==> src/rtl/asq_pkg.sv <==
// Functional notes
// - Code 0100: channels 0 to N, host-paced
// - Upper internal sweep stores one result per channel
// - Upper sweeps run N to top, ascending
// - Custom scans: unique ascending, sixteen conversions maximum
// - Custom channels come from the two enables
// - Internal custom scan results go to FIFO
// - Arbitrary list up to 256 entries, no averaging
// - List entries use channel-select coding, any order
// - Arbitrary list runs on host pacing only
// - Codes 1010 to 1111 keep mode, ignore low bits
// - External custom scan: host-paced, no averaging
// - Select field maps 0-15 onto inputs 0-15
// - Code 0000 keeps mode, ignores low bits
package asq_pkg;
   // Register word indexes
   localparam logic [3:0] REG_MODE = 4'h0;
   localparam logic [3:0] REG_USER_LOW = 4'h1;
   localparam logic [3:0] REG_USER_HIGH = 4'h2;
   localparam logic [3:0] REG_CONFIG = 4'h3;
   localparam logic [3:0] REG_LIST_LEN = 4'h4;
   localparam logic [3:0] REG_LIST_PTR = 4'h5;
   localparam logic [3:0] REG_LIST_DATA = 4'h6;
   localparam logic [3:0] REG_STATUS = 4'h7;
   localparam logic [3:0] REG_COUNT = 4'h8;
   // Mode, config and status word fields
   localparam int SCAN_MSB = 14;
   localparam int SCAN_LSB = 11;
   localparam int CHSEL_MSB = 10;
   localparam int CHSEL_LSB = 7;
   localparam int CONFIG_AVG_BIT = 0;
   localparam int ST_BUSY_BIT = 0;
   localparam int ST_CODE_LSB = 1;
   localparam int ST_CH_LSB = 5;
   // Scan codes
   localparam logic [3:0] SCAN_KEEP = 4'h0;
   localparam logic [3:0] SCAN_ZERO_EXT = 4'h4;
   localparam logic [3:0] SCAN_UPPER_INT = 4'h5;
   localparam logic [3:0] SCAN_UPPER_EXT = 4'h6;
   localparam logic [3:0] SCAN_USER_INT = 4'h7;
   localparam logic [3:0] SCAN_USER_EXT = 4'h8;
   localparam logic [3:0] SCAN_LIST_EXT = 4'h9;
   localparam logic [3:0] SCAN_KEEP_HIGH = 4'ha;
   // Reset values
   localparam logic [3:0] RST_SCAN = 4'h0;
   localparam logic [3:0] RST_CHSEL = 4'h0;
   localparam logic [7:0] RST_USER = 8'h00;
   localparam logic [7:0] RST_LIST_LEN = 8'h00;
   // Sizes
   localparam int LIST_DEPTH = 256;
   localparam int USER_MAX_CONV = 16;
   // Internal conversion pacing
   localparam int CLK_NS = 8;
   localparam int INT_CONV_NS = 64;
   localparam int INT_CONV_CYC = (INT_CONV_NS + CLK_NS - 1) / CLK_NS;
   // Sequencer states
   typedef enum logic [1:0] {
      ST_IDLE = 2'b01,
      ST_RUN = 2'b10
   } asq_state_e;
endpackage

==> src/rtl/asq_sequencer.sv <==
`timescale 1ns/10ps
module asq_sequencer #(
   parameter int NUM_CH = 16,
   parameter int INT_DIV = asq_pkg::INT_CONV_CYC
) (
   input wire logic clk_sys,
   input wire logic rst,
   input wire logic [3:0] reg_addr,
   input wire logic [15:0] reg_wdata,
   input wire logic reg_write,
   input wire logic reg_read,
   output logic [15:0] reg_rdata,
   input wire logic ext_step,
   output logic conv_start,
   output logic [3:0] conv_channel,
   output logic conv_average,
   output logic conv_to_fifo,
   output logic scan_busy,
   output logic scan_done
);
   localparam logic [3:0] TOP = 4'(NUM_CH - 1);
   localparam logic [7:0] DIV_LAST = 8'(INT_DIV - 1);

   // Keep codes leave mode and select untouched
   function automatic logic is_keep(input logic [3:0] code);
      is_keep = (code == asq_pkg::SCAN_KEEP) ||
                (code >= asq_pkg::SCAN_KEEP_HIGH);
   endfunction

   // Modes paced by the host serial clock
   function automatic logic is_ext(input logic [3:0] code);
      is_ext = (code == asq_pkg::SCAN_ZERO_EXT) ||
               (code == asq_pkg::SCAN_UPPER_EXT) ||
               (code == asq_pkg::SCAN_USER_EXT) ||
               (code == asq_pkg::SCAN_LIST_EXT);
   endfunction

   // Lowest enabled channel at or above a start point, bit 4 means none
   function automatic logic [4:0] next_set(input logic [15:0] mask,
                                           input logic [4:0] from);
      logic [4:0] res;
      res = 5'h10;
      for (int i = 15; i >= 0; i--) begin
         if (mask[i] && (5'(i) >= from) && (i < NUM_CH)) begin
            res = 5'(i);
         end
      end
      next_set = res;
   endfunction

   // Register state
   logic [3:0] scan_code;
   logic [3:0] chsel;
   logic [7:0] user_low;
   logic [7:0] user_high;
   logic avg_on;
   logic [7:0] list_len;
   logic [7:0] list_ptr;
   logic start_req;
   logic [3:0] next_scan_code;
   logic [3:0] next_chsel;
   logic [7:0] next_user_low;
   logic [7:0] next_user_high;
   logic next_avg_on;
   logic [7:0] next_list_len;
   logic [7:0] next_list_ptr;
   logic next_start_req;
   logic [15:0] next_reg_rdata;
   logic [3:0] list_mem [asq_pkg::LIST_DEPTH];

   // Sequencer state
   asq_pkg::asq_state_e state;
   asq_pkg::asq_state_e next_state;
   logic [3:0] cur_ch;
   logic [3:0] next_cur_ch;
   logic [7:0] idx;
   logic [7:0] next_idx;
   logic [8:0] conv_count;
   logic [8:0] next_conv_count;
   logic next_conv_start;
   logic [3:0] next_conv_channel;
   logic next_conv_average;
   logic next_conv_to_fifo;
   logic next_scan_busy;
   logic next_scan_done;

   // Pin synchroniser and pacing state
   logic step_s1;
   logic step_s2;
   logic step_s3;
   logic step_level;
   logic next_step_level;
   logic ext_edge;
   logic [7:0] div_cnt;
   logic [7:0] next_div_cnt;
   logic int_tick;
   logic next_int_tick;

   logic [15:0] user_mask;
   logic [3:0] new_code;
   assign user_mask = {user_high, user_low};
   assign new_code = reg_wdata[asq_pkg::SCAN_MSB:asq_pkg::SCAN_LSB];

   // Register writes and reads
   always_comb begin
      next_scan_code = scan_code;
      next_chsel = chsel;
      next_user_low = user_low;
      next_user_high = user_high;
      next_avg_on = avg_on;
      next_list_len = list_len;
      next_list_ptr = list_ptr;
      next_start_req = 1'b0;
      next_reg_rdata = 16'h0000;
      if (reg_write) begin
         unique case (reg_addr)
            asq_pkg::REG_MODE: begin
               if (!is_keep(new_code)) begin
                  next_scan_code = new_code;
                  next_chsel =
                     reg_wdata[asq_pkg::CHSEL_MSB:asq_pkg::CHSEL_LSB];
                  next_start_req = 1'b1;
               end
            end
            asq_pkg::REG_USER_LOW: next_user_low = reg_wdata[7:0];
            asq_pkg::REG_USER_HIGH: next_user_high = reg_wdata[7:0];
            asq_pkg::REG_CONFIG: begin
               next_avg_on = reg_wdata[asq_pkg::CONFIG_AVG_BIT];
            end
            asq_pkg::REG_LIST_LEN: next_list_len = reg_wdata[7:0];
            asq_pkg::REG_LIST_PTR: next_list_ptr = reg_wdata[7:0];
            asq_pkg::REG_LIST_DATA: next_list_ptr = list_ptr + 8'h01;
            default: ;
         endcase
      end
      if (reg_read) begin
         unique case (reg_addr)
            asq_pkg::REG_MODE: begin
               next_reg_rdata[asq_pkg::SCAN_MSB:asq_pkg::SCAN_LSB] =
                  scan_code;
               next_reg_rdata[asq_pkg::CHSEL_MSB:asq_pkg::CHSEL_LSB] = chsel;
            end
            asq_pkg::REG_USER_LOW: next_reg_rdata[7:0] = user_low;
            asq_pkg::REG_USER_HIGH: next_reg_rdata[7:0] = user_high;
            asq_pkg::REG_CONFIG: begin
               next_reg_rdata[asq_pkg::CONFIG_AVG_BIT] = avg_on;
            end
            asq_pkg::REG_LIST_LEN: next_reg_rdata[7:0] = list_len;
            asq_pkg::REG_LIST_PTR: next_reg_rdata[7:0] = list_ptr;
            asq_pkg::REG_LIST_DATA: next_reg_rdata[3:0] = list_mem[list_ptr];
            asq_pkg::REG_STATUS: begin
               next_reg_rdata[asq_pkg::ST_BUSY_BIT] = scan_busy;
               next_reg_rdata[asq_pkg::ST_CODE_LSB +: 4] = scan_code;
               next_reg_rdata[asq_pkg::ST_CH_LSB +: 4] = cur_ch;
            end
            asq_pkg::REG_COUNT: next_reg_rdata[8:0] = conv_count;
            default: next_reg_rdata = 16'h0000;
         endcase
      end
   end

   always_ff @(posedge clk_sys or posedge rst) begin
      if (rst) begin
         scan_code <= asq_pkg::RST_SCAN;
         chsel <= asq_pkg::RST_CHSEL;
         user_low <= asq_pkg::RST_USER;
         user_high <= asq_pkg::RST_USER;
         avg_on <= 1'b0;
         list_len <= asq_pkg::RST_LIST_LEN;
         list_ptr <= 8'h00;
         start_req <= 1'b0;
         reg_rdata <= 16'h0000;
      end else begin
         scan_code <= next_scan_code;
         chsel <= next_chsel;
         user_low <= next_user_low;
         user_high <= next_user_high;
         avg_on <= next_avg_on;
         list_len <= next_list_len;
         list_ptr <= next_list_ptr;
         start_req <= next_start_req;
         reg_rdata <= next_reg_rdata;
      end
   end

   // Arbitrary list storage, written one entry at a time
   always_ff @(posedge clk_sys) begin
      if (reg_write && (reg_addr == asq_pkg::REG_LIST_DATA)) begin
         list_mem[list_ptr] <= reg_wdata[3:0];
      end
   end

   // Host step pin: three stages, level taken when two and three agree
   always_comb begin
      next_step_level = step_level;
      if (step_s2 == step_s3) begin
         next_step_level = step_s3;
      end
   end

   always_ff @(posedge clk_sys or posedge rst) begin
      if (rst) begin
         step_s1 <= 1'b0;
         step_s2 <= 1'b0;
         step_s3 <= 1'b0;
         step_level <= 1'b0;
      end else begin
         step_s1 <= ext_step;
         step_s2 <= step_s1;
         step_s3 <= step_s2;
         step_level <= next_step_level;
      end
   end

   assign ext_edge = next_step_level && !step_level;

   // Internal conversion clock divider
   always_comb begin
      next_int_tick = 1'b0;
      next_div_cnt = div_cnt + 8'h01;
      if (div_cnt == DIV_LAST) begin
         next_div_cnt = 8'h00;
         next_int_tick = 1'b1;
      end
   end

   always_ff @(posedge clk_sys or posedge rst) begin
      if (rst) begin
         div_cnt <= 8'h00;
         int_tick <= 1'b0;
      end else begin
         div_cnt <= next_div_cnt;
         int_tick <= next_int_tick;
      end
   end

   // Channel sequencer
   always_comb begin
      logic [4:0] first_user;
      logic [4:0] succ_user;
      logic pace;
      logic last;
      first_user = next_set(user_mask, 5'h00);
      succ_user = next_set(user_mask, {1'b0, cur_ch} + 5'h01);
      pace = is_ext(scan_code) ? ext_edge : int_tick;
      last = 1'b1;
      next_state = state;
      next_cur_ch = cur_ch;
      next_idx = idx;
      next_conv_count = conv_count;
      next_conv_start = 1'b0;
      next_conv_channel = conv_channel;
      next_conv_average = conv_average;
      next_conv_to_fifo = conv_to_fifo;
      next_scan_done = 1'b0;
      if (start_req) begin
         next_idx = 8'h00;
         next_conv_count = 9'h000;
         next_state = asq_pkg::ST_RUN;
         unique case (scan_code)
            asq_pkg::SCAN_ZERO_EXT: next_cur_ch = 4'h0;
            asq_pkg::SCAN_UPPER_INT, asq_pkg::SCAN_UPPER_EXT: begin
               next_cur_ch = chsel;
               if (chsel > TOP) begin
                  next_state = asq_pkg::ST_IDLE;
                  next_scan_done = 1'b1;
               end
            end
            asq_pkg::SCAN_USER_INT, asq_pkg::SCAN_USER_EXT: begin
               next_cur_ch = first_user[3:0];
               if (first_user[4]) begin
                  next_state = asq_pkg::ST_IDLE;
                  next_scan_done = 1'b1;
               end
            end
            asq_pkg::SCAN_LIST_EXT: next_cur_ch = list_mem[8'h00];
            default: begin
               next_state = asq_pkg::ST_IDLE;
               next_scan_done = 1'b1;
            end
         endcase
      end else if ((state == asq_pkg::ST_RUN) && pace) begin
         next_conv_start = 1'b1;
         next_conv_channel = cur_ch;
         next_conv_to_fifo = !is_ext(scan_code);
         next_conv_average = !is_ext(scan_code) && avg_on;
         next_conv_count = conv_count + 9'h001;
         unique case (scan_code)
            asq_pkg::SCAN_ZERO_EXT: begin
               last = (cur_ch == chsel) || (cur_ch == TOP);
               next_cur_ch = cur_ch + 4'h1;
            end
            asq_pkg::SCAN_UPPER_INT, asq_pkg::SCAN_UPPER_EXT: begin
               last = (cur_ch == TOP);
               next_cur_ch = cur_ch + 4'h1;
            end
            asq_pkg::SCAN_USER_INT, asq_pkg::SCAN_USER_EXT: begin
               last = succ_user[4];
               next_cur_ch = succ_user[3:0];
            end
            asq_pkg::SCAN_LIST_EXT: begin
               last = (idx == list_len);
               next_idx = idx + 8'h01;
               next_cur_ch = list_mem[idx + 8'h01];
            end
            default: last = 1'b1;
         endcase
         if (last) begin
            next_state = asq_pkg::ST_IDLE;
            next_scan_done = 1'b1;
         end
      end
      next_scan_busy = (next_state == asq_pkg::ST_RUN);
   end

   always_ff @(posedge clk_sys or posedge rst) begin
      if (rst) begin
         state <= asq_pkg::ST_IDLE;
         cur_ch <= 4'h0;
         idx <= 8'h00;
         conv_count <= 9'h000;
         conv_start <= 1'b0;
         conv_channel <= 4'h0;
         conv_average <= 1'b0;
         conv_to_fifo <= 1'b0;
         scan_busy <= 1'b0;
         scan_done <= 1'b0;
      end else begin
         state <= next_state;
         cur_ch <= next_cur_ch;
         idx <= next_idx;
         conv_count <= next_conv_count;
         conv_start <= next_conv_start;
         conv_channel <= next_conv_channel;
         conv_average <= next_conv_average;
         conv_to_fifo <= next_conv_to_fifo;
         scan_busy <= next_scan_busy;
         scan_done <= next_scan_done;
      end
   end
endmodule // asq_sequencer

==> config.mk <==
export PLATFORM = sky130hd
export DESIGN_NAME = asq_sequencer
export DESIGN_NICKNAME = d
export VERILOG_FILES = /design/src/rtl/asq_pkg.sv /design/src/rtl/asq_sequencer.sv
export SDC_FILE = /design/constraint.sdc
export NUM_CORES = 2
export LEC_CHECK = 0
export BUFFER_PORTS_ARGS = -buffer_cell sky130_fd_sc_hd__buf_2
export CORE_MARGIN = 3
export CORE_UTILIZATION = 35
export DETAILED_ROUTE_END_ITERATION = 8
export PLACE_DENSITY = 0.49
export SYNTH_ARGS = -nofsm -noshare
export SYNTH_HDL_FRONTEND = slang
export SYNTH_SLANG_ARGS = --single-unit
==> constraint.sdc <==
create_clock -name clk_sys -period 3.54 [get_ports clk_sys]
set_input_delay 0.354 -clock clk_sys [delete_from_list [all_inputs] [get_ports clk_sys]]
set_output_delay 0.354 -clock clk_sys [all_outputs]
set_load 0.005 [all_outputs]
; After elaboration in Yosys (flattened, before gate mapping)
; Memories as Yosys holds them, arrays and structs flattened.
; Cells that the tools add are included.
[word_totals]
reg_bits = 103
latch_bits = 0
ram_bits = 1024
romBits = 0
memories = 1
[classes]
add_sub_neg = 6
multipliers = 0
n_div = 0
order_cmp = 18
eq_ne = 22
shifts = 0
muxes = 75
bitwise = 2
n_reduce_logical = 46
[memory_table]
columns = name, depth, word_bits, read_ports, rd_clocked_by_memory_dff, wr, line_no
row1 = list_mem, 256, 4, 3, 0, 1, asq_sequencer.sv:69  ; logic [3:0] list_mem [asq_pkg::LIST_DEPTH];
[op_table]
columns = cell, count
row1 = 5-bit 2-to-1 mux, 32
row2 = 4-bit by 5-bit >= comparator with 1-bit output (first input constant), 8
row3 = 4-bit by 3-bit equality test with 1-bit output (second input constant), 8
row4 = 8-bit 2-to-1 mux, 4
row5 = 8-bit by 1-bit adder with 8-bit output (second input constant), 3
row6 = 3-bit one-hot mux with 7 select lines, 1
row7 = 3-bit by 5-bit >= comparator with 1-bit output (first input constant), 4
row8 = 1-bit logical AND, 20
row9 = 9-bit 2-to-1 mux, 2
row10 = 3-bit one-hot mux with 6 select lines, 1
row11 = 1-bit 2-to-1 mux, 17
row12 = 4-bit equality test (second input constant), 4
row13 = 4-bit one-hot mux with 4 select lines, 1
row14 = 8-bit one-hot mux with 2 select lines, 1
row15 = 15-bit 2-to-1 mux, 1
row16 = 2-bit AND reduction, 7
row17 = 4-bit one-hot mux with 3 select lines, 1
row18 = 1-bit by 5-bit >= comparator with 1-bit output (first input constant), 2
row19 = 2-bit by 5-bit >= comparator with 1-bit output (first input constant), 2
row20 = 2-bit 2-to-1 mux, 5
row21 = 9-bit by 1-bit adder with 9-bit output (second input constant), 1
row22 = 4-bit by 2-bit equality test with 1-bit output (second input constant), 2
row23 = 8-bit by 3-bit equality test with 1-bit output (second input constant), 1
row24 = 8-bit equality test, 1
row25 = 25 further kinds, 40

; Depth between registers and ports, before layout
[logic_depth]
ltp_word = 26
ltp_mapped = 13

; Worst setup path before layout
; No wires, ideal clock.
[synth_timing]
kind = flip-flop to flip-flop
from = register idx[1]
to = register cur_ch[2]
arrival_ns = 2.967
t_required_ns = 3.409
path_slack_ns = 0.442
path_stages_with_launch = 12
path_buffers = 4
path_cell_list = dfrtp_1 ha_1 buf_4 buf_2 buf_2 buf_2 mux4_2 mux4_2 a211oi_1 a21oi_1 a22oi_1 a31oi_1
[synth_via]
elab_chain_len = 5
[synth_rtl]
columns = item, line_no
row1 = "start, declared", asq_sequencer.sv:76  ; logic [7:0] idx;
row2 = "start signal, assigned", asq_sequencer.sv:331  ; idx <= next_idx;
row3 = 8-bit by 1-bit adder with 8-bit output, asq_sequencer.sv:304  ; next_cur_ch = list_mem[idx + 8'h01];
row4 = memory read 256 x 4 bit, --
row5 = 4-bit one-hot mux with 3 select lines, asq_sequencer.sv:288  ; unique case (scan_code)
row6 = 4-bit 2-to-1 mux, asq_sequencer.sv:282  ; end else if ((state == asq_pkg::ST_RUN) && pace) begin
row7 = 4-bit 2-to-1 mux, asq_sequencer.sv:256  ; if (start_req) begin
row8 = "end signal, assigned", asq_sequencer.sv:330  ; cur_ch <= next_cur_ch;
row9 = "end, declared", asq_sequencer.sv:74  ; logic [3:0] cur_ch;
; Every way passes these cells. The select of a mux whose other input is x is not followed.
; A chain may end at the register's enable or synchronous reset.

; Worst setup path after layout
[layout_timing]
from = register idx[0]
to = register cur_ch[0]
; Same word-level chain as after synthesis.

==> results.md <==
* Setup TNS at -0.0112 ns
* Shortest period the worst path allows at approximately 3.6 ns
* Leak at between 20 and 25 nW
* Port-buffer cells at 47
* Critical Path Source: idx[0]
* Number of max-cap violations at 0
* Initial core utilization at 0.355
* Failing checks: setup timing
* Hold Crit Class: input pin to flip-flop
* Initial DRC count at around 4,200
* Comb pwr share at 0.202
* Synthesized area per cell at 17.1 um2
* CP max-delay cell: o211ai_1
* Post-Syn Nets at approximately 3,300
* Post-Route WL at around 180 mm
* Ranking of synthesized cells by area: edfxtp_1 (56%), mux4_2 (24%), dfrtp_1 (4.6%), nor2_1 (2.3%), mux2i_1 (1.5%)
* Final Hold Fails at 0
* CP Data Arrival Time at 4.14 ns
* R2R cell count at 11
* Max transition margin at 0.196
* Worst Slack Setup Final at -0.0112 ns
* Post-synth EDFFs at a little over 1,000
* Via density at slightly above 6
* Yosys warns at 0
* Die height at between 400 and 500 um
* P_int at 25.6 mW
* DP Area at ~60,000 um2
* Worst path required time at about 4.1 ns
* I/O pin cnt at 50
* Total CTS buffers at ~120
* Antenna viol nets, final at 0
* Clock network power share at 0.372
* GRT Residual Overflow at 0
* Reg-to-reg slack, setup at -0.01 ns
* Nets at 3,491
* Crit path to: cur_ch[0]
* Die X-Extent at about 400 um
* Final period utilization at 1.00
* Final Cell Area at around 64,000 um2
* Core outline area at around 160,000 um2
* TritonCTS clock tree: done
* Launch point of the worst reg-to-reg path: idx[0]
* CP max stage delay at 0.62 ns
* WS Path Type: flip-flop to flip-flop
* First-pass iteration count of the detailed router at 6
* Clk_lat worst skew at roughly 0.76 ns
* CTS clock-pin slew for the worst setup and hold paths at roughly 0.070 ns
* VDD IR max at 0.422 mV
* Post-synthesis cell count at ~3,200
* CTS H-tree depth at 3
* Status: finished with violations
* Pins Over Slew Limit at 0
* Total die area at 162,000 um2
* Critical path launch point type: flip-flop
* Overall Global Routing Usage at 0.226
* Via count at 34,126
* Leading area contributor after synthesis: edfxtp_1
* Switching Fraction at 0.278
* Root buffer cell: clkbuf_16
* Setup crit end kind: flip-flop
* Mapped cell area at 55,100 um2
* Site row count at 144
* Clock Tree Buf Depth at 3
* Yosys reg bits at 1,126
* Largest net degree at the start of global routing at around 120
* Main flop type after synthesis: edfxtp_1
* Placer congestion estimate at approximately 0.90
* First-pass GRT wire length at about 260 mm
* Fraction of layout cells with a size suffix above 1 at 0.340
* CP Cell Sequence: ha_4, buf_12, buf_16, mux4_2, a21oi_2, nor2_1, o211ai_1, buf_4, a32o_2, nor4bb_4, o311ai_2
* WL per Instance at 33.0 um
* Skew final at 0.0248 ns
* Area growth from synthesis to layout at 16.7%
* Drc violations at 0
* RR Endpoint: cur_ch[0]
* Worst hold slack at between 0.1 and 0.15 ns
* Sequential area share after synthesis at 0.604
* Final Setup Violations at 1
* Sequential power share at 0.427
* Crit path max fanout at 6
* Post-DP HPWL at ~130 mm
* Yosys top cell area share at 0.558
* Vias in the first global route at 34,790
* Slew of the pin with the lowest slew margin at between 1 and 1.5 ns
* Max frequency at roughly 280 MHz
* Number of fill cells at ~14,000
* PD cells at ~550 nW/um2
* Post-synthesis cell type count at between 80 and 90
* Asr flop ratio synth at 0.0906
* Clock sink count at 1,126
* Net switching power at 9.87 mW
* RSZ-0062 raised after global routing: true
* Initial antenna violation count at 4
## routing by layer
layer / vias to the layer above / wire length, um / global-route usage
li1: 13699 / - / -
met1: 18338 / 75500 / 0.310
met2: 1754 / 86800 / 0.358
met3: 335 / 15500 / 0.0456
met4: 0 / 7110 / 0.0824
met5: - / 0 / 0
## worst max-delay path: cells and delay by family (launching register included)
kind / cells / cell delay, ns
AOI/OAI and AO/OA: 4 / 1.09
buffers and inverters: 3 / 0.54
adders and majority gates: 1 / 0.31
and+or+nand+nor: 2 / 0.35
DFF: 1 / 0.51
muxes: 1 / 0.57
## placed cells by master, fill, tap and decap left out, types with 38 or more instances in the layout
| cell | synthesis | layout |
|---|---|---|
| buf_4 | 27 | 234 |
| nor2_1 | 334 | 334 |
| nand3_1 | 67 | 63 |
| mux2_2 | 38 | 38 |
| buf_2 | 99 | 43 |
| buf_12 | 0 | 57 |
| clkbuf_16 | 0 | 121 |
| mux4_2 | 579 | 579 |
| nand2_1 | 205 | 203 |
| dfrtp_1 | 101 | 96 |
| mux2i_1 | 80 | 79 |
| edfxtp_1 | 1024 | 1024 |
## how the worst min path moves through the flow
stage	from	to	depth (start not counted)
2_1_floorplan	step_s1	step_s2	0
3_3_place_gp	step_s1	step_s2	0
3_5_place_dp	step_s1	step_s2	0
4_1_cts	reg_addr[0]	avg_on	3
5_1_grt	reg_write	avg_on	3
6_report	reg_write	avg_on	3
## synthesized netlist by cell type, drive strengths merged (8+ instances only)
library cell  instances
nor2                334
and3                 18
mux2i                80
nand3b                9
a21oi                39
nor3                 31
o21ai                41
clkbuf               92
mux4                579
a21boi                8
edfxtp             1024
a31oi                24
dfrtp               101
nor3b                19
nand2               205
a211oi               10
nor4                 10
and2                 17
inv                  26
nand3                67
a221oi               10
nand2b               11
mux2                 38
xor2                 21
a22o                 16
nand4                27
buf                 164
xnor2                29
ha                   11
nor2b                34
a22oi                20
a32o                  9
## sequential cells by signal, summed over array words and instances, names as in the netlist, 8 cells and up
signal,flops
div_cnt,8
user_low,8
user_high,8
idx,8
reg_rdata,15
list_ptr,8
conv_count,9
list_mem,1024
list_len,8
## per-stage QoR
stage / std cells / setup slack (ns) / total power [mW] / utilization
after floorplan: 3227 / 0.442 / 19.5 / -
after global placement: 5350 / -0.344 / 22.4 / 0.383
after detailed placement: 5350 / -0.345 / 22.4 / 0.383
after CTS: 5600 / 0.00317 / 35.7 / 0.413
after global routing: 5605 / -0.0216 / 36.7 / 0.414
final: 5608 / -0.0112 / 35.5 / 0.414
## kinds of logic (layout without fill, tap and decap cells)
group,Yosys count,in the layout,synth area share
adder cells (fa/ha/maj),12,12,0.00268
multiplexers,697,697,0.259
flip-flops,1126,1126,0.604
other,1,4,0.0000681
buffers and inverters,284,618,0.0264
AO/OA/AOI/OAI,259,259,0.0336
XOR/XNOR,50,50,0.00836
AND/OR/NAND/NOR,798,798,0.0655
## power groups by stage
stage                     sequential (mW)  clock [mW]  combinational (mW)
after floorplan                      15.1           0                4.46
after global placement               15.4           0                6.98
after detailed placement             15.4           0                7.03
after CTS                            15.1        13.5                7.08
after global routing                 15.2        14.0                7.49
final                                15.1        13.2                7.16
## final cells by class
class,count,area (um2),share of cell area
diodes,3,7.51,0.000117
well taps,2044,2560,0.0398
multi-input cells,1817,20600,0.320
clock inverters,73,901,0.0140
repair buffers,363,3560,0.0554
inverters,28,108,0.00167
clock buffers,154,3250,0.0506
flip-flops and latches,1126,33300,0.518
## timing repair
item | 4_1_cts | 5_1_grt
gates cloned | 3 | 1
pin swaps | 9 | 9
setup buffers | 7 | 5
hold buffers | 14 | 0
endpoints found under the setup margin | 2 | 5
resized for setup | 21 | 16
endpoints found under the hold margin | 92 | 0
Power figures use the tool's default switching activity.
